File: src/hw/sfe_defs.vh
// Shared constants of the vector floating-point exception unit.
// Behaviour
// - Packed integer operations never raise numeric exceptions.
// - Exactly six exception classes are recognised.
// - Exceptions are precise, reported at instruction completion.
// - Each class has one flag, one mask bit.
// - Load/restore write masks; store/save read all.
// - Unmasked condition with OS support raises vector trap.
// - OS support clear gives invalid-opcode trap instead.
// - Invalid flag bit 0, invalid mask bit 7.
// - Masked invalid overwrites destination or sets processor flags.
// - Arithmetic with signalling NaN returns quieted NaN.
// - Square root of signalling NaN returns quieted NaN.
// - Square root of negative nonzero returns indefinite.
// - Max/min with any NaN returns second source.
// - Compare mask with NaN: zeros, ones for four predicates.
// - Precision conversion of signalling NaN returns quieted NaN.
// - Compare-to-flags with NaN sets not-comparable flags.
// - Invalid infinity/zero arithmetic returns quiet indefinite.
// - Bad float-to-integer conversion returns integer indefinite.
// - Non-numeric exceptions raised like any other instruction.
// - Unmasked invalid leaves operands unchanged, invokes handler.
// - Pre-computation conditions checked before post-computation ones.
// - Packed flags are OR of per-element flags.
`ifndef SFE_DEFS_VH
`define SFE_DEFS_VH
// Control/status field positions.
`define SFE_IE 0
`define SFE_DE 1
`define SFE_ZE 2
`define SFE_OE 3
`define SFE_UE 4
`define SFE_PE 5
`define SFE_FLAG_LSB 0
`define SFE_MASK_LSB 7
`define SFE_CS_RESET 32'h00001f80
`define SFE_CS_RW 32'h00001fbf
`define SFE_OS_BIT 10
// Register byte offsets.
`define SFE_ADDR_CS 4'h0
`define SFE_ADDR_SYS 4'h4
`define SFE_RESP_OKAY 2'h0
`define SFE_RESP_SLVERR 2'h2
// Operation codes.
`define SFE_OP_INT 4'h0
`define SFE_OP_ADD 4'h1
`define SFE_OP_SUB 4'h2
`define SFE_OP_MUL 4'h3
`define SFE_OP_DIV 4'h4
`define SFE_OP_SQRT 4'h5
`define SFE_OP_MAX 4'h6
`define SFE_OP_MIN 4'h7
`define SFE_OP_CMPMASK 4'h8
`define SFE_OP_CVTFP 4'h9
`define SFE_OP_CVTINT 4'ha
`define SFE_OP_COMI 4'hb
`define SFE_OP_UCOMI 4'hc
// Compare predicates.
`define SFE_PRED_LT 3'h1
`define SFE_PRED_LE 3'h2
`define SFE_PRED_UNORD 3'h3
`define SFE_PRED_NEQ 3'h4
`define SFE_PRED_NLT 3'h5
`define SFE_PRED_NLE 3'h6
// Processor flags {zero, parity, carry} for not comparable.
`define SFE_FLAGS_UNORD 3'h7
`endif

File: src/hw/sfe_exception_unit.v
// Vector floating-point exception unit with control/status register and AXI4-Lite access.
`timescale 1ns/1ns
`include "sfe_defs.vh"
module sfe_exception_unit #(
	parameter [31:0] QNAN_SGL = 32'hffc00000,
	parameter [63:0] QNAN_DBL = 64'hfff8000000000000,
	parameter [31:0] INT_INDEF_SGL = 32'h80000000,
	parameter [63:0] INT_INDEF_DBL = 64'h0000000080000000
)(
	// Clock and reset
	input wire clk,
	input wire reset,

	// Completing instruction from the execution pipeline
	input wire opValid,
	input wire [3:0] opCode,
	input wire [2:0] opPred,
	input wire opPacked,
	input wire opDouble,
	input wire opFault,
	input wire [127:0] srcA,
	input wire [127:0] srcB,
	input wire [127:0] dpResult,
	input wire [2:0] dpFlags,
	input wire [3:0] dpOverflow,
	input wire [3:0] dpUnderflow,
	input wire [3:0] dpInexact,

	// Control/status load and store instructions
	input wire csLoadValid,
	input wire [31:0] csLoadData,
	output wire [31:0] csValue,

	// Results towards writeback and trap dispatch
	output reg doneQ,
	output reg destWriteQ,
	output reg [127:0] destDataQ,
	output reg flagsWriteQ,
	output reg [2:0] procFlagsQ,
	output reg vecTrapQ,
	output reg badOpcodeTrapQ,
	output reg nonNumericTrapQ,

	// AXI4-Lite slave
	input wire [3:0] s_axi_awaddr,
	input wire s_axi_awvalid,
	output wire s_axi_awready,
	input wire [31:0] s_axi_wdata,
	input wire [3:0] s_axi_wstrb,
	input wire s_axi_wvalid,
	output wire s_axi_wready,
	output reg [1:0] s_axi_bresp,
	output reg s_axi_bvalid,
	input wire s_axi_bready,
	input wire [3:0] s_axi_araddr,
	input wire s_axi_arvalid,
	output wire s_axi_arready,
	output reg [31:0] s_axi_rdata,
	output reg [1:0] s_axi_rresp,
	output reg s_axi_rvalid,
	input wire s_axi_rready
);
	reg [31:0] cs_q;
	reg [31:0] cs_d;
	reg osSupport_q;
	reg osSupport_d;

	function [31:0] mergeStrb(input [31:0] old, input [31:0] wd, input [3:0] strb);
		integer b;
		begin
			mergeStrb = old;
			for (b = 0; b < 4; b = b + 1)
				if (strb[b])
					mergeStrb[8*b +: 8] = wd[8*b +: 8];
		end
	endfunction

	function [63:0] widenNan(input [31:0] s);
		widenNan = {s[31], 11'h7ff, s[22:0], 29'h0};
	endfunction

	function [31:0] narrowNan(input [63:0] d);
		narrowNan = {d[63], 8'hff, d[51:29]};
	endfunction

	// Per-element checks.
	wire [3:0] sInv;
	wire [3:0] sZero;
	wire [3:0] sDen;
	wire [3:0] sRep;
	wire [127:0] sRes;

	wire [1:0] dInv;
	wire [1:0] dZero;
	wire [1:0] dDen;
	wire [1:0] dRep;
	wire [127:0] dRes;

	genvar g;
	generate
		for (g = 0; g < 4; g = g + 1)
		begin : gSingle
			sfe_lane_check #(.W(32), .EW(8), .QNAN_INDEF(QNAN_SGL), .INT_INDEF(INT_INDEF_SGL)) uLane (
				.opCode(opCode),
				.pred(opPred),
				.srcA(srcA[32*g +: 32]),
				.srcB(srcB[32*g +: 32]),
				.dpRes(dpResult[32*g +: 32]),
				.laneInvalid(sInv[g]),
				.laneDivZero(sZero[g]),
				.laneDenorm(sDen[g]),
				.laneReplace(sRep[g]),
				.maskedRes(sRes[32*g +: 32])
			);
		end
		for (g = 0; g < 2; g = g + 1)
		begin : gDouble
			sfe_lane_check #(.W(64), .EW(11), .QNAN_INDEF(QNAN_DBL), .INT_INDEF(INT_INDEF_DBL)) uLane (
				.opCode(opCode),
				.pred(opPred),
				.srcA(srcA[64*g +: 64]),
				.srcB(srcB[64*g +: 64]),
				.dpRes(dpResult[64*g +: 64]),
				.laneInvalid(dInv[g]),
				.laneDivZero(dZero[g]),
				.laneDenorm(dDen[g]),
				.laneReplace(dRep[g]),
				.maskedRes(dRes[64*g +: 64])
			);
		end
	endgenerate

	// A widening conversion reads only the low two single elements, like the double forms.
	wire twoElem = opDouble || (opCode == `SFE_OP_CVTFP);
	// Active elements: scalar forms touch element 0 only.
	wire [3:0] elemEn = twoElem ? (opPacked ? 4'h3 : 4'h1) : (opPacked ? 4'hf : 4'h1);
	wire isFp = (opCode != `SFE_OP_INT);
	wire isFlagOp = (opCode == `SFE_OP_COMI) || (opCode == `SFE_OP_UCOMI);
	wire isNarrowing = (opCode == `SFE_OP_CVTFP) || (opCode == `SFE_OP_CVTINT);
	wire [3:0] eInv = (opDouble ? {2'h0, dInv} : sInv) & elemEn;
	wire [3:0] eZero = (opDouble ? {2'h0, dZero} : sZero) & elemEn;
	wire [3:0] eDen = (opDouble ? {2'h0, dDen} : sDen) & elemEn;
	wire [3:0] eRep = (opDouble ? {2'h0, dRep} : sRep) & elemEn;

	// Post-computation conditions are detected by the datapath, one bit per element.
	wire [3:0] eOvf = dpOverflow & elemEn;
	wire [3:0] eUnf = dpUnderflow & elemEn;
	wire [3:0] eInx = dpInexact & elemEn;

	wire [5:0] masks = cs_q[`SFE_MASK_LSB +: 6];

	reg [5:0] preFlags;
	reg [5:0] postFlags;
	reg [5:0] setFlags;
	reg preTrap;
	reg postTrap;
	reg [127:0] maskedData;
	integer i;

	// The six classes, each the OR over the active elements.
	always @*
	begin
		preFlags = 6'h0;
		postFlags = 6'h0;
		if (isFp)
		begin
			preFlags[`SFE_IE] = |eInv;
			preFlags[`SFE_ZE] = |eZero;
			preFlags[`SFE_DE] = |eDen;
			postFlags[`SFE_OE] = |eOvf;
			postFlags[`SFE_PE] = |eInx;
			// A masked underflow counts only when the tiny result was also inexact.
			postFlags[`SFE_UE] = masks[`SFE_UE] ? |(eUnf & eInx) : |eUnf;
		end

		preTrap = |(preFlags & ~masks);
		// Post-computation conditions are not examined once a pre-computation trap is taken.
		postTrap = ~preTrap & |(postFlags & ~masks);
		setFlags = preTrap ? preFlags : (preFlags | postFlags);
	end

	// Masked results substituted per element into the datapath result.
	always @*
	begin
		maskedData = dpResult;
		for (i = 0; i < 4; i = i + 1)
		begin
			if (eRep[i] && !twoElem)
				maskedData[32*i +: 32] = sRes[32*i +: 32];
		end
		// Double and widening forms carry two elements at most, so the upper slots are never indexed.
		for (i = 0; i < 2; i = i + 1)
		begin
			if (eRep[i] && twoElem)
			begin
				if (opDouble && isNarrowing)
					maskedData[32*i +: 32] = (opCode == `SFE_OP_CVTFP) ? narrowNan(dRes[64*i +: 64]) :
						dRes[64*i +: 32];
				else if (opDouble)
					maskedData[64*i +: 64] = dRes[64*i +: 64];
				else
					maskedData[64*i +: 64] = widenNan(sRes[32*i +: 32]);
			end
		end
	end

	// AXI4-Lite: address and data are taken together, one answer outstanding per direction.
	wire wrTake = s_axi_awvalid & s_axi_wvalid & ~s_axi_bvalid;
	wire rdTake = s_axi_arvalid & ~s_axi_rvalid;
	wire wrCs = wrTake && (s_axi_awaddr == `SFE_ADDR_CS);
	wire wrSys = wrTake && (s_axi_awaddr == `SFE_ADDR_SYS);
	assign s_axi_awready = wrTake;
	assign s_axi_wready = wrTake;
	assign s_axi_arready = rdTake;
	assign csValue = cs_q;

	// Only the trap-support bit of the system control word lives here; the other bits read as zero.
	wire [31:0] sysView = {{(31 - `SFE_OS_BIT){1'b0}}, osSupport_q, {`SFE_OS_BIT{1'b0}}};
	wire [31:0] sysMerged = mergeStrb(sysView, s_axi_wdata, s_axi_wstrb);

	always @*
	begin
		cs_d = cs_q;
		osSupport_d = osSupport_q;
		// The pipeline's load or restore wins over a bus write in the same cycle.
		if (csLoadValid)
			cs_d = csLoadData & `SFE_CS_RW;
		else if (wrCs)
			cs_d = mergeStrb(cs_q, s_axi_wdata, s_axi_wstrb) & `SFE_CS_RW;
		if (wrSys)
			osSupport_d = sysMerged[`SFE_OS_BIT];
		// Detection is ORed in last so a flag set in the same cycle as a clear survives.
		if (opValid && !opFault)
			cs_d[`SFE_FLAG_LSB +: 6] = cs_d[`SFE_FLAG_LSB +: 6] | setFlags;
	end

	// Architectural state.
	always @(posedge clk or posedge reset)
	begin
		if (reset)
		begin
			cs_q <= `SFE_CS_RESET;
			osSupport_q <= 1'b0;
		end
		else
		begin
			cs_q <= cs_d;
			osSupport_q <= osSupport_d;
		end
	end

	// Write response: it stands until the master accepts it, and no new write is taken meanwhile.
	always @(posedge clk or posedge reset)
	begin
		if (reset)
		begin
			s_axi_bvalid <= 1'b0;
			s_axi_bresp <= `SFE_RESP_OKAY;
		end
		else
		begin
			if (wrTake)
			begin
				s_axi_bvalid <= 1'b1;
				s_axi_bresp <= (wrCs || wrSys) ? `SFE_RESP_OKAY : `SFE_RESP_SLVERR;
			end
			else if (s_axi_bready)
				s_axi_bvalid <= 1'b0;
		end
	end

	// Read data: the word is captured as the address is taken and stands until rready.
	always @(posedge clk or posedge reset)
	begin
		if (reset)
		begin
			s_axi_rvalid <= 1'b0;
			s_axi_rresp <= `SFE_RESP_OKAY;
			s_axi_rdata <= 32'h0;
		end
		else
		begin
			if (rdTake)
			begin
				s_axi_rvalid <= 1'b1;
				case (s_axi_araddr)
					`SFE_ADDR_CS:
					begin
						s_axi_rdata <= cs_q;
						s_axi_rresp <= `SFE_RESP_OKAY;
					end
					`SFE_ADDR_SYS:
					begin
						s_axi_rdata <= sysView;
						s_axi_rresp <= `SFE_RESP_OKAY;
					end
					default:
					begin
						s_axi_rdata <= 32'h0;
						s_axi_rresp <= `SFE_RESP_SLVERR;
					end
				endcase
			end
			else if (s_axi_rready)
				s_axi_rvalid <= 1'b0;
		end
	end

	// Completion stage: every report belongs to the instruction that just completed.
	always @(posedge clk or posedge reset)
	begin
		if (reset)
		begin
			doneQ <= 1'b0;
			destWriteQ <= 1'b0;
			destDataQ <= 128'h0;
			flagsWriteQ <= 1'b0;
			procFlagsQ <= 3'h0;
			vecTrapQ <= 1'b0;
			badOpcodeTrapQ <= 1'b0;
			nonNumericTrapQ <= 1'b0;
		end
		else
		begin
			doneQ <= opValid;
			nonNumericTrapQ <= opValid & opFault;
			// A pre-computation trap keeps the destination untouched for the handler.
			destWriteQ <= opValid & ~opFault & ~preTrap & ~isFlagOp;
			flagsWriteQ <= opValid & ~opFault & ~preTrap & isFlagOp;
			vecTrapQ <= opValid & ~opFault & (preTrap | postTrap) & osSupport_q;
			badOpcodeTrapQ <= opValid & ~opFault & (preTrap | postTrap) & ~osSupport_q;

			// Result and processor flags are held for writeback until the next completion.
			if (opValid)
			begin
				destDataQ <= maskedData;
				procFlagsQ <= eRep[0] ? `SFE_FLAGS_UNORD : dpFlags;
			end
		end
	end
endmodule // sfe_exception_unit

File: src/hw/sfe_lane_check.v
// One floating-point element: invalid, divide-by-zero and denormal detection plus masked result.
`timescale 1ns/1ns
`include "sfe_defs.vh"
module sfe_lane_check #(
	parameter W = 32,
	parameter EW = 8,
	parameter [W-1:0] QNAN_INDEF = 32'hffc00000,
	parameter [W-1:0] INT_INDEF = 32'h80000000
)(
	// Operation
	input wire [3:0] opCode,
	input wire [2:0] pred,
	// Operands and datapath result
	input wire [W-1:0] srcA,
	input wire [W-1:0] srcB,
	input wire [W-1:0] dpRes,
	// Findings
	output reg laneInvalid,
	output reg laneDivZero,
	output reg laneDenorm,
	output reg laneReplace,
	output reg [W-1:0] maskedRes
);
	localparam FW = W - 1 - EW;
	localparam integer EXP_LIMIT = (1 << (EW - 1)) + 30;
	localparam [W-1:0] LOW32 = {W{1'b1}} >> (W - 32);

	function isNan(input [W-1:0] x);
		isNan = (&x[W-2:FW]) & (|x[FW-1:0]);
	endfunction
	function isSnan(input [W-1:0] x);
		isSnan = isNan(x) & ~x[FW-1];
	endfunction
	function isInf(input [W-1:0] x);
		isInf = (&x[W-2:FW]) & ~(|x[FW-1:0]);
	endfunction
	function isZero(input [W-1:0] x);
		isZero = ~(|x[W-2:0]);
	endfunction
	function isDen(input [W-1:0] x);
		isDen = ~(|x[W-2:FW]) & (|x[FW-1:0]);
	endfunction
	function [W-1:0] quiet(input [W-1:0] x);
		quiet = x | ({{(W-1){1'b0}}, 1'b1} << (FW - 1));
	endfunction

	wire nanA = isNan(srcA);
	wire nanB = isNan(srcB);
	wire anyNan = nanA | nanB;
	wire anySnan = isSnan(srcA) | isSnan(srcB);
	wire infA = isInf(srcA);
	wire infB = isInf(srcB);
	wire zeroA = isZero(srcA);
	wire zeroB = isZero(srcB);
	wire [W-1:0] nanRes = nanA ? quiet(srcA) : quiet(srcB);
	wire usesB = (opCode != `SFE_OP_SQRT) && (opCode != `SFE_OP_CVTFP) && (opCode != `SFE_OP_CVTINT);
	reg badInf;

	always @*
	begin
		badInf = 1'b0;
		laneInvalid = 1'b0;
		laneDivZero = 1'b0;
		laneReplace = 1'b0;
		maskedRes = dpRes;
		laneDenorm = (opCode != `SFE_OP_INT) && (opCode != `SFE_OP_CVTINT) && (isDen(srcA) | (usesB & isDen(srcB)));
		case (opCode)
			`SFE_OP_ADD, `SFE_OP_SUB, `SFE_OP_MUL, `SFE_OP_DIV:
			begin
				case (opCode)
					`SFE_OP_ADD: badInf = infA & infB & (srcA[W-1] ^ srcB[W-1]);
					`SFE_OP_SUB: badInf = infA & infB & ~(srcA[W-1] ^ srcB[W-1]);
					`SFE_OP_MUL: badInf = (infA & zeroB) | (zeroA & infB);
					default: badInf = (zeroA & zeroB) | (infA & infB);
				endcase
				laneInvalid = anySnan | (badInf & ~anyNan);
				laneReplace = anyNan | badInf;
				maskedRes = anyNan ? nanRes : QNAN_INDEF;
				laneDivZero = (opCode == `SFE_OP_DIV) & zeroB & ~zeroA & ~nanA & ~infA;
			end
			`SFE_OP_SQRT:
			begin
				laneInvalid = isSnan(srcA) | (srcA[W-1] & ~zeroA & ~nanA);
				laneReplace = nanA | (srcA[W-1] & ~zeroA);
				maskedRes = nanA ? quiet(srcA) : QNAN_INDEF;
			end
			`SFE_OP_MAX, `SFE_OP_MIN:
			begin
				laneInvalid = anyNan;
				laneReplace = anyNan;
				maskedRes = srcB;
			end
			`SFE_OP_CMPMASK:
			begin
				laneInvalid = anySnan | (anyNan & ((pred == `SFE_PRED_LT) | (pred == `SFE_PRED_LE) |
					(pred == `SFE_PRED_NLT) | (pred == `SFE_PRED_NLE)));
				laneReplace = anyNan;
				maskedRes = {W{(pred >= `SFE_PRED_UNORD) && (pred <= `SFE_PRED_NLE)}};
			end
			`SFE_OP_CVTFP:
			begin
				laneInvalid = isSnan(srcA);
				laneReplace = nanA;
				maskedRes = quiet(srcA);
			end
			`SFE_OP_CVTINT:
			begin
				laneInvalid = nanA | infA | (srcA[W-2:FW] >= EXP_LIMIT);
				laneReplace = laneInvalid;
				maskedRes = (dpRes & ~LOW32) | INT_INDEF;
			end
			`SFE_OP_COMI, `SFE_OP_UCOMI:
			begin
				laneInvalid = (opCode == `SFE_OP_COMI) ? anyNan : anySnan;
				laneReplace = anyNan;
			end
			default:
			begin
				laneDenorm = 1'b0;
			end
		endcase
	end
endmodule // sfe_lane_check

File: config.mk
export PLATFORM = sky130hd
export DESIGN_NAME = sfe_exception_unit
export DESIGN_NICKNAME = d
export VERILOG_FILES = /design/src/hw/sfe_exception_unit.v /design/src/hw/sfe_lane_check.v
export VERILOG_INCLUDE_DIRS = /design/src /design/src/hw
export SDC_FILE = /design/constraint.sdc
export NUM_CORES = 1
export LEC_CHECK = 0
export BUFFER_PORTS_ARGS = -buffer_cell sky130_fd_sc_hd__buf_2
export CAP_MARGIN = 20
export CORE_AREA = 8 8 266 268
export DETAILED_ROUTE_END_ITERATION = 7
export DIE_AREA = 0 0 274 276
export HOLD_SLACK_MARGIN = 0.08
export PLACE_DENSITY_LB_ADDON = 0.08
export SYNTH_ARGS = -nofsm -noshare
export SYNTH_HDL_FRONTEND = slang
export SYNTH_SLANG_ARGS = --single-unit
File: constraint.sdc
create_clock -name clk -period 9.6 [get_ports clk]
set_input_delay 1.44 -clock clk [delete_from_list [all_inputs] [get_ports clk]]
set_output_delay 1.44 -clock clk [all_outputs]
set_load 0.01 [all_outputs]
### After elaboration in Yosys (flattened, before gate mapping)

Cells that the tools add are included.

| word-level totals | value |
|---|---|
| flip-flop bits (word level) | 208 |
| latch bits | 0 |
| bits in writable memories | 0 |
| ROM bits | 0 |
| word-level logic and storage cells | 570 |
| memories | 0 |

| operators by class | value |
|---|---|
| add/subtract/negate cells | 0 |
| multipliers | 0 |
| divide/modulo/power cells | 0 |
| $lt $le $gt $ge | 8 |
| eq/ne operators | 21 |
| shifts and indexed selects | 0 |
| muxes and demuxes | 104 |
| bitwise operators | 319 |
| reduce and logical (&&, ||, !) cells | 100 |

Operator list:

| kind | number |
|---|---|
| case mux 32 bit (6 select lines) | 4 |
| case mux 64 bit (6 select lines) | 2 |
| 2-to-1 mux 32 bit | 23 |
| 2-to-1 mux 64 bit | 10 |
| OR reduction 63 bit | 4 |
| OR reduction 31 bit | 8 |
| OR reduction 52 bit | 4 |
| OR reduction 23 bit | 8 |
| bitwise AND 1 bit | 150 |
| 2-to-1 mux 96 bit | 1 |
| inverter 1 bit | 76 |
| bitwise OR 1 bit | 76 |
| case mux 32 bit (2 select lines) | 1 |
| AND reduction 8 bit | 8 |
| OR reduction 8 bit | 8 |
| AND reduction 11 bit | 4 |
| OR reduction 11 bit | 4 |
| case mux 1 bit (7 select lines) | 6 |
| bitwise AND 4 bit | 8 |
| greater-or-equal comparator 8 bit, second input constant | 4 |
| OR reduction 4 bit | 8 |
| case mux 1 bit (5 select lines) | 6 |
| 2-to-1 mux 1 bit | 29 |
| equality test 4 x 3 -> 1 bit, second input constant | 6 |
| 35 further kinds | 94 |

### Longest topological paths before layout

Gate-level depths: netlist of run 1.

| logic depth | value |
|---|---|
| depth after elaboration | 21 |
| mapped depth | 14 |

### Modules after synthesis

Synthesis of run 1 repeated with hierarchy kept, for this count alone.

| unflattened totals | value |
|---|---|
| cells, all modules | 3118 |
| area total of the unflattened synthesis | 22327.7 sq um |

By module, submodules not included:

| module | instances | cells an instance | area an instance (sq um) | seq. area each (sq um) |
|---|---|---|---|---|
| sfe_exception_unit | 1 | 1205 | 10623.9 | 4186.5 |
| sfe_lane_check at gDouble[0].uLane ... | 2 | 449 | 2522.4 | 0.0 |
| sfe_lane_check at gSingle[1].uLane ... | 2 | 262 | 1739.2 | 0.0 |
| sfe_lane_check at gSingle[0].uLane | 1 | 274 | 1742.9 | 0.0 |
| sfe_lane_check at gSingle[3].uLane | 1 | 217 | 1437.6 | 0.0 |

### Worst setup path before layout of run 1

No wires, ideal clock.

| path | value |
|---|---|
| kind | input port to flip-flop |
| start | input port srcA[55] |
| end | register destDataQ[115] |
| setup time | 0.125 ns |
| arrival time | 4.241 ns |
| path slack | 5.234 ns |
| stages | 11 |
| buffers on the path | 2 |
| cells stage by stage | or4_4 or3_4 or3_1 o32ai_2 o32a_2 o21ai_2 or3_1 buf_6 buf_2 mux2i_1 mux2_2 |

| on the way | value |
|---|---|
| word-level cells in the longest chain between the ends | 12 |
| elaborated cells between the ends (all ways) | 31 |
| classes of those cells | 1 x order compare; 9 x mux; 18 x bitwise; 3 x reduce/logical |

Ends and longest elaborated chain:

| what | line | source |
|---|---|---|
| start: declaration | sfe_exception_unit.v:21 | `input wire [127:0] srcA,` |
| OR reduction 31 bit or AND reduction 8 bit (tied branches) | sfe_lane_check.v:38, sfe_lane_check.v:29, sfe_lane_check.v:35 |  |
| inverter 1 bit or bitwise AND 1 bit (tied branches) | sfe_lane_check.v:38, sfe_lane_check.v:35 |  |
| bitwise AND 1 bit (on tied branches) | -- |  |
| bitwise OR 1 bit (tied with other cells) | sfe_lane_check.v:74 | `default: badInf = (zeroA & zeroB) \| (infA & infB);` |
| case mux 1 bit (3 select lines) | sfe_lane_check.v:70 | `case (opCode)` |
| 2-to-1 mux 1 bit | sfe_lane_check.v:67 | `case (opCode)` |
| bitwise OR 1 bit | sfe_lane_check.v:77 | `laneReplace = anyNan \| badInf;` |
| case mux 1 bit (5 select lines) | sfe_lane_check.v:67 |  |
| 2-to-1 mux 4 bit | sfe_exception_unit.v:143 | `wire [3:0] eRep = (opDouble ? {2'h0, dRep} : sRep) & elemEn;` |
| bitwise AND 4 bit | sfe_exception_unit.v:143 |  |
| logical AND 1 bit | sfe_exception_unit.v:194 | `if (eRep[i] && twoElem)` |
| 2-to-1 mux 96 bit * | sfe_exception_unit.v:194 |  |
| end signal: assignment | sfe_exception_unit.v:336 | `destDataQ <= maskedData;` |
| end: declaration | sfe_exception_unit.v:37 | `output reg [127:0] destDataQ,` |

Every way passes the cells marked *; elsewhere a longest branch is shown, timed or not. The select of a mux whose other input is x is not followed.
A chain may end at the register's enable or synchronous reset.

### Final worst setup path of run 1

| path | value |
|---|---|
| start | input port srcA[1] |
| end | register destDataQ[2] |

| on the way | value |
|---|---|
| word-level cells in the longest chain between the ends | 14 |
| elaborated cells between the ends (all ways) | 63 |
| classes of those cells | 20 x mux; 37 x bitwise; 6 x reduce/logical |

Ends and longest elaborated chain:

| what | line | source |
|---|---|---|
| OR reduction 52 bit or OR reduction 23 bit (tied branches) | sfe_lane_check.v:29, sfe_lane_check.v:35 |  |
| inverter 1 bit | sfe_lane_check.v:35 | `isInf = (&x[W-2:FW]) & ~(\|x[FW-1:0]);` |
| bitwise AND 1 bit | sfe_lane_check.v:35 |  |
| bitwise AND 1 bit (on tied branches) | -- |  |
| bitwise OR 1 bit (tied with other cells) | sfe_lane_check.v:74 |  |
| case mux 1 bit (3 select lines) | sfe_lane_check.v:70 |  |
| 2-to-1 mux 1 bit | sfe_lane_check.v:67 |  |
| bitwise OR 1 bit | sfe_lane_check.v:77 |  |
| case mux 1 bit (5 select lines) | sfe_lane_check.v:67 |  |
| 2-to-1 mux 4 bit | sfe_exception_unit.v:143 |  |
| bitwise AND 4 bit | sfe_exception_unit.v:143 |  |
| logical AND 1 bit | sfe_exception_unit.v:188 | `if (eRep[i] && !twoElem)` |
| 2-to-1 mux 32 bit | sfe_exception_unit.v:188 |  |
| 2-to-1 mux 64 bit * | sfe_exception_unit.v:194 |  |

Marked as above.

==> run_results.csv, run 1 <==
group,metric,value,unit
synth,syn_area,0.0192,mm2
floorplanning,die_h,276,um
synth,ys_warn_count,0,
route,ant_nets,0,
timing,worstMarginPinSlew,1.26,ns
floorplanning,die_w,274,um
place,postPlaceCellArea,0.0230,mm2
floorplanning,ios,704,
timing,hold_viol_final,0,
route,drc,0,
power,peakVddDrop,0.146,mV
final_layout,fill_cells,7219,
power,power.leakage,0.0107,uW
final_layout,layout.nets,3408,
clock_network,h-tree-depth,4,
final_layout,final_cell_mix,"638 x buf_2, 288 x mux2i_1, 239 x nand2_1",
setup_path,crit_chain,"buf_2 -> nor4_1 -> nand4_1 -> nor4_2 -> nand2_1 -> nor4_1 -> o31ai_1 -> a21oi_4 -> buf_4 -> mux2_2 -> o21ai_0",
setup_path,r2r-start,"s_axi_bvalid",
final_layout,drive_gt1_share,29.5,%
final_layout,post-route-cell-area,0.0237,mm2
final_layout,syn_to_final_growth,23.1,%
clock_network,cts_setup_buffers,0,
flow_run,maxCapViolCount,0,
floorplanning,rows,95,
route,drt-vias-per-instance,6.27,
timing,relSlewSlack,16.2,%
grt,grt_usage,30.4,%
place,place_congestion,0.952,
grt,grt_max_degree,109,
route,vias,24000,
power,p_per_area,107,mW/mm2
clock_network,postCtsHoldBufs,0,
grt,grt_pass1_vias,23500,
grt,grt_pass1_wl,172000,um
worst_hold_path,hold_path_class,"reg -> reg",
place,pre_cts_slack,3.16,ns
floorplanning,core_area,0.0666,mm2
setup_path,cp_slowest_cell,"a21oi_4",
clock_network,path_clk_slew,0.08,ns
clock_network,cts_tree,"built",
route,first_iter_violations,2555,
route,drt_wl_total,121000,um
route,first_pass_iters,8,
clock_network,clock_path_buffers,2,
setup_path,cpMostUsedCell,"nor4_1",
power,power.total,2530,uW
synth,synth.distinct_cells,88,
setup_path,critical_path_class,"in -> reg",
setup_path,crit_arrival,6.50,ns
timing,fin_setup_tns,0,ns
timing,rsz0062_at_grt,"no",
final_layout,final_common_cell,"buf_2",
timing,period_share,63.3,%
synth,synthCells,2443,
setup_path,worstSetupEndpointType,"register",
synth,synth_ff_type,"dfrtp_1",
setup_path,start_kind,"input pin",
place,portBuffers,639,
timing,worst_slack,3.52,ns
grt,antenna_found_initial,44,
timing,min_period,6.08,ns
clock_network,clkLatencyLatePin,0.51,ns
synth,syn_area_per_cell,7.87,um2
timing,max_freq,165,MHz
synth,synth_edf_count,0,
clock_network,clock-sinks,167,
setup_path,path_max_fanout,20,
clock_network,clock_tree.root_cell,"clkbuf_16",
setup_path,critPathMaxStageDelay,0.89,ns
timing,setup_viol,0,
floorplanning,dieArea,0.0756,mm2
clock_network,cts_made_buffers,17,
floorplanning,initial_core_util,28.9,%
setup_path,worstPathRequired,10.03,ns
grt,grt.overflow.total,0,
final_layout,final_util,35.6,%
worst_hold_path,hp-start,"s_axi_rdata[10]",
status,status,"completed",
synth,ys_seq_area_share,21.8,%
place,hpwl,89600,um
timing,drv_slew,0,
setup_path,cp-startpoint,"srcA[1]",
route,wire_per_inst,31.6,um
clock_network,post_cts_resized,0,
timing,clock-skew-final,0.00715,ns
synth,ys_async_sr_fraction,100,%
synth,ys_ff_latch,167,
cells in the mapped netlist (all sizes together) (14+ instances only):
master	number	area, um2
o21ai	181	910
nor2b	26	163
inv	25	93.8
nand2	241	905
a221o	56	561
o211ai	137	1030
nor2	156	588
o31ai	25	188
a21oi	125	629
clkbuf	169	634
nand2b	15	93.8
a211oi	15	118
mux2	72	848
buf	92	579
or4	16	124
nor4	59	397
mux2i	288	2880
a221oi	85	744
a22o	38	333
nand3	55	275
nand4	38	238
a31oi	67	419
nor3	42	231
dfrtp	161	4030
o21bai	14	105
o2111ai	46	403
or2	23	144
report_power, final:
group | internal (uW) | switching [uW] | total [uW]
combinational | 342 | 596 | 938
sequential | 779 | 50.4 | 829
clock | 348 | 415 | 763
state kept, by name, indices dropped and copies added, names as in the netlist:
name and cells:
destDataQ 128, s_axi_rdata 13, csValue 12, procFlagsQ 3
badOpcodeTrapQ 1, destWriteQ 1, doneQ 1, flagsWriteQ 1
nonNumericTrapQ 1, osSupport_q 1, s_axi_bresp 1, s_axi_bvalid 1
s_axi_rresp 1, s_axi_rvalid 1, vecTrapQ 1
path summary, 6_finish.rpt:
| path | endpoint | slack [ns] | cells past startpoint |
|---|---|---|---|
| setup reg to reg | csValue[5] | 7.23 | 7 |
| setup / recovery | destDataQ[2] | 3.52 | 11 |
| min in group asynchronous | destDataQ[116] | 1.12 | 2 |
| max in group asynchronous | destDataQ[99] | 6.97 | 3 |
| hold / removal | s_axi_rdata[10] | 0.48 | 2 |
| hold reg to reg | s_axi_rdata[10] | 0.48 | 2 |
per-layer routing:
| layer | global-route usage [%] | vias up | routed length (um) |
|---|---|---|---|
| li1 | - | 10600 | - |
| met1 | 38.5 | 12000 | 49600 |
| met2 | 49.3 | 1218 | 56800 |
| met3 | 7.52 | 210 | 9990 |
| met4 | 11.4 | 24 | 4420 |
| met5 | 0 | - | 144 |
critical path, delay by kind of cell:
kind,cells,cell delay (ns)
buf+inv,2,0.61
compound gates,3,1.22
mux,1,0.37
simple gates,5,2.83
cells by family after synthesis:
| family | share of synthesized area (%) |
|---|---|
| multiplexers | 19.4 |
| AO/OA/AOI/OAI | 33.2 |
| AND/OR/NAND/NOR | 18.4 |
| buffers and inverters | 6.80 |
| other | 0.0195 |
| flip-flops | 21.8 |
| XOR/XNOR | 0.410 |
stage by stage:
stage | instances | hold slack [ns]
2_1_floorplan | 2464 | 0.430
3_3_place_gp | 3763 | 0.464
3_5_place_dp | 3765 | 0.469
4_1_cts | 3797 | 0.490
5_1_grt | 3821 | 0.513
6_report | 3833 | 0.484
area by class of cell:
class / count / area [um2] / share of cell area [%]
multi-input cells: 2011 / 14000 / 59.0
flip-flops and latches: 167 / 4190 / 17.7
repair buffers: 692 / 3650 / 15.4
well taps: 873 / 1090 / 4.61
clock buffers: 17 / 425 / 1.80
clock inverters: 15 / 163 / 0.687
inverters: 25 / 101 / 0.428
diodes: 33 / 82.6 / 0.349
Note: power is estimated with default switching activity, not from simulation.
==> inputs of run 2 (changes only) <==
clock period = 5.6 ns   (was 9.6 ns; I/O delays follow)
==> run 2 against run 1 <==
Effect of this change: core utilization increased by 0.62 points; wire length decreased by 0.73%; design area increased by 1.7%; via count decreased by 0.40%; largest power group unchanged.
==> run_results.csv, run 2 (same netlist as run 1, synthesis figures left out) <==
group,metric,value,unit
status,status,"completed",
setup_path,critical_path_class,"in -> reg",
timing,fin_setup_tns,0,ns
grt,grt.overflow.total,0,
setup_path,start_kind,"input pin",
clock_network,clock-sinks,167,
timing,relSlewSlack,26.2,%
place,portBuffers,639,
final_layout,largest_reg_flops,128,
timing,min_period,4.48,ns
floorplanning,dieArea,0.0756,mm2
power,p_per_area,180,mW/mm2
timing,worstMarginPinSlew,1.11,ns
clock_network,path_clk_slew,0.08,ns
setup_path,cp_slowest_cell,"a21oi_1",
setup_path,path_buf_inv,3,
place,hpwl,89300,um
grt,grt_usage,30.2,%
grt,antenna_found_initial,43,
floorplanning,rows,95,
timing,clock-skew-final,0.0135,ns
timing,hold_viol_final,0,
final_layout,largest-register,"destDataQ",
setup_path,crit_arrival,4.88,ns
final_layout,layout.nets,3447,
timing,setup_viol,0,
floorplanning,initial_core_util,28.9,%
clock_network,clock_path_buffers,2,
clock_network,h-tree-depth,4,
power,power.leakage,0.0109,uW
place,dp_cells,3807,
final_layout,fill_cells,7091,
grt,grt_pass1_vias,23700,
grt,grt_max_degree,152,
floorplanning,die_w,274,um
final_layout,final_common_cell,"buf_2",
setup_path,cpMostUsedCell,"buf_4",
final_layout,fin_cells,3872,
timing,period_share,80.0,%
timing,rsz0062_at_grt,"no",
clock_network,cts_setup_buffers,0,
floorplanning,core_area,0.0666,mm2
route,ant_nets,0,
place,place_congestion,0.936,
clock_network,cts_tree,"built",
floorplanning,die_h,276,um
setup_path,worstPathRequired,6.00,ns
flow_run,maxCapViolCount,0,
setup_path,critical-path-top-delay-family,"compound AO/OA/AOI/OAI gates",
timing,drv_slew,0,
setup_path,reg2reg_depth,7,
setup_path,path_depth,12,
route,drc,0,
setup_path,path_max_fanout,7,
power,peakVddDrop,0.242,mV
setup_path,crit_chain,"buf_2 -> nor4_1 -> nand4_1 -> or2_2 -> o32ai_2 -> o32ai_1 -> buf_4 -> a21oi_1 -> buf_4 -> nand2_1 -> a221o_1 -> a32o_1",
clock_network,post_cts_resized,0,
route,drt-vias-per-instance,6.19,
place,pre_cts_slack,0.755,ns
final_layout,drive_gt1_share,30.4,%
final_layout,syn_to_final_growth,25.3,%
route,first_iter_violations,2478,
route,first_pass_iters,5,
setup_path,r2r_slack,3.17,ns
floorplanning,ios,704,
clock_network,clkLatencyLatePin,0.51,ns
clock_network,clock_tree.root_cell,"clkbuf_16",
route,wire_per_inst,31.0,um
route,drt_wl_total,120000,um
clock_network,postCtsHoldBufs,0,
setup_path,worstSetupEndpointType,"register",
clock_network,cts_made_buffers,17,
grt,grt_pass1_wl,172000,um
timing,worst_slack,1.12,ns
timing,max_freq,223,MHz
setup_path,critPathMaxStageDelay,0.74,ns
route,vias,24000,
worst_hold_path,hold_path_class,"in -> async",
final_layout,final_cell_mix,"637 x buf_2, 288 x mux2i_1, 239 x nand2_1",
[run 2: changes by cell type in the layout (fill, tap and decap cells not counted), moves of 2 or more]
cell / before / now
clkinv_8: 4 / 2
inv_8: 3 / 6
buf_12: 1 / 14
buf_4: 47 / 78
[run 2: cell type report]
type                    count  area [um2]  area share [%]
diodes                     33        82.6           0.343
clock buffers              18         429            1.78
clock inverters            14         149           0.618
inverters                  25         101           0.421
multi-input cells        2011       14000            58.0
flip-flops and latches    167        4190            17.4
well taps                 873        1090            4.53
repair buffers            731        4080            16.9
[run 2: through the flow]
stage | hold slack [ns] | utilization (%) | cell area, um2 | total power [uW]
after floorplan | 0.430 | - | 19300 | 2230
after global placement | 0.462 | 35.2 | 23400 | 3040
after detailed placement | 0.468 | 35.2 | 23400 | 3060
after CTS | 0.419 | 36.1 | 24000 | 4380
after global routing | 0.447 | 36.1 | 24100 | 4560
final | 0.400 | 36.2 | 24100 | 4340
[run 2: per-layer routing]
layer  track usage, %  vias to the layer above  part of all wire [%]
met3             6.70                      181                   7.6
met2             49.6                     1127                    48
met1             38.6                    12000                    41
li1                 -                    10600                     -
met4             10.2                       20                   3.0
met5                0                        -                  0.12
[run 2: power by group]
group	switching, uW	internal [uW]
logic	1020	606
registers	88.1	1340
clock network	690	597
[run 2: worst paths after layout]
| kind | endpoint | from |
|---|---|---|
| min in group clk | destDataQ[54] | destDataQ[54] |
| max in group asynchronous | destDataQ[35] | reset |
| hold reg to reg | destDataQ[54] | destDataQ[54] |
| setup / recovery | destDataQ[55] | srcB[43] |
| hold / removal | s_axi_rdata[2] | reset |
| setup reg to reg | csValue[4] | s_axi_bvalid |
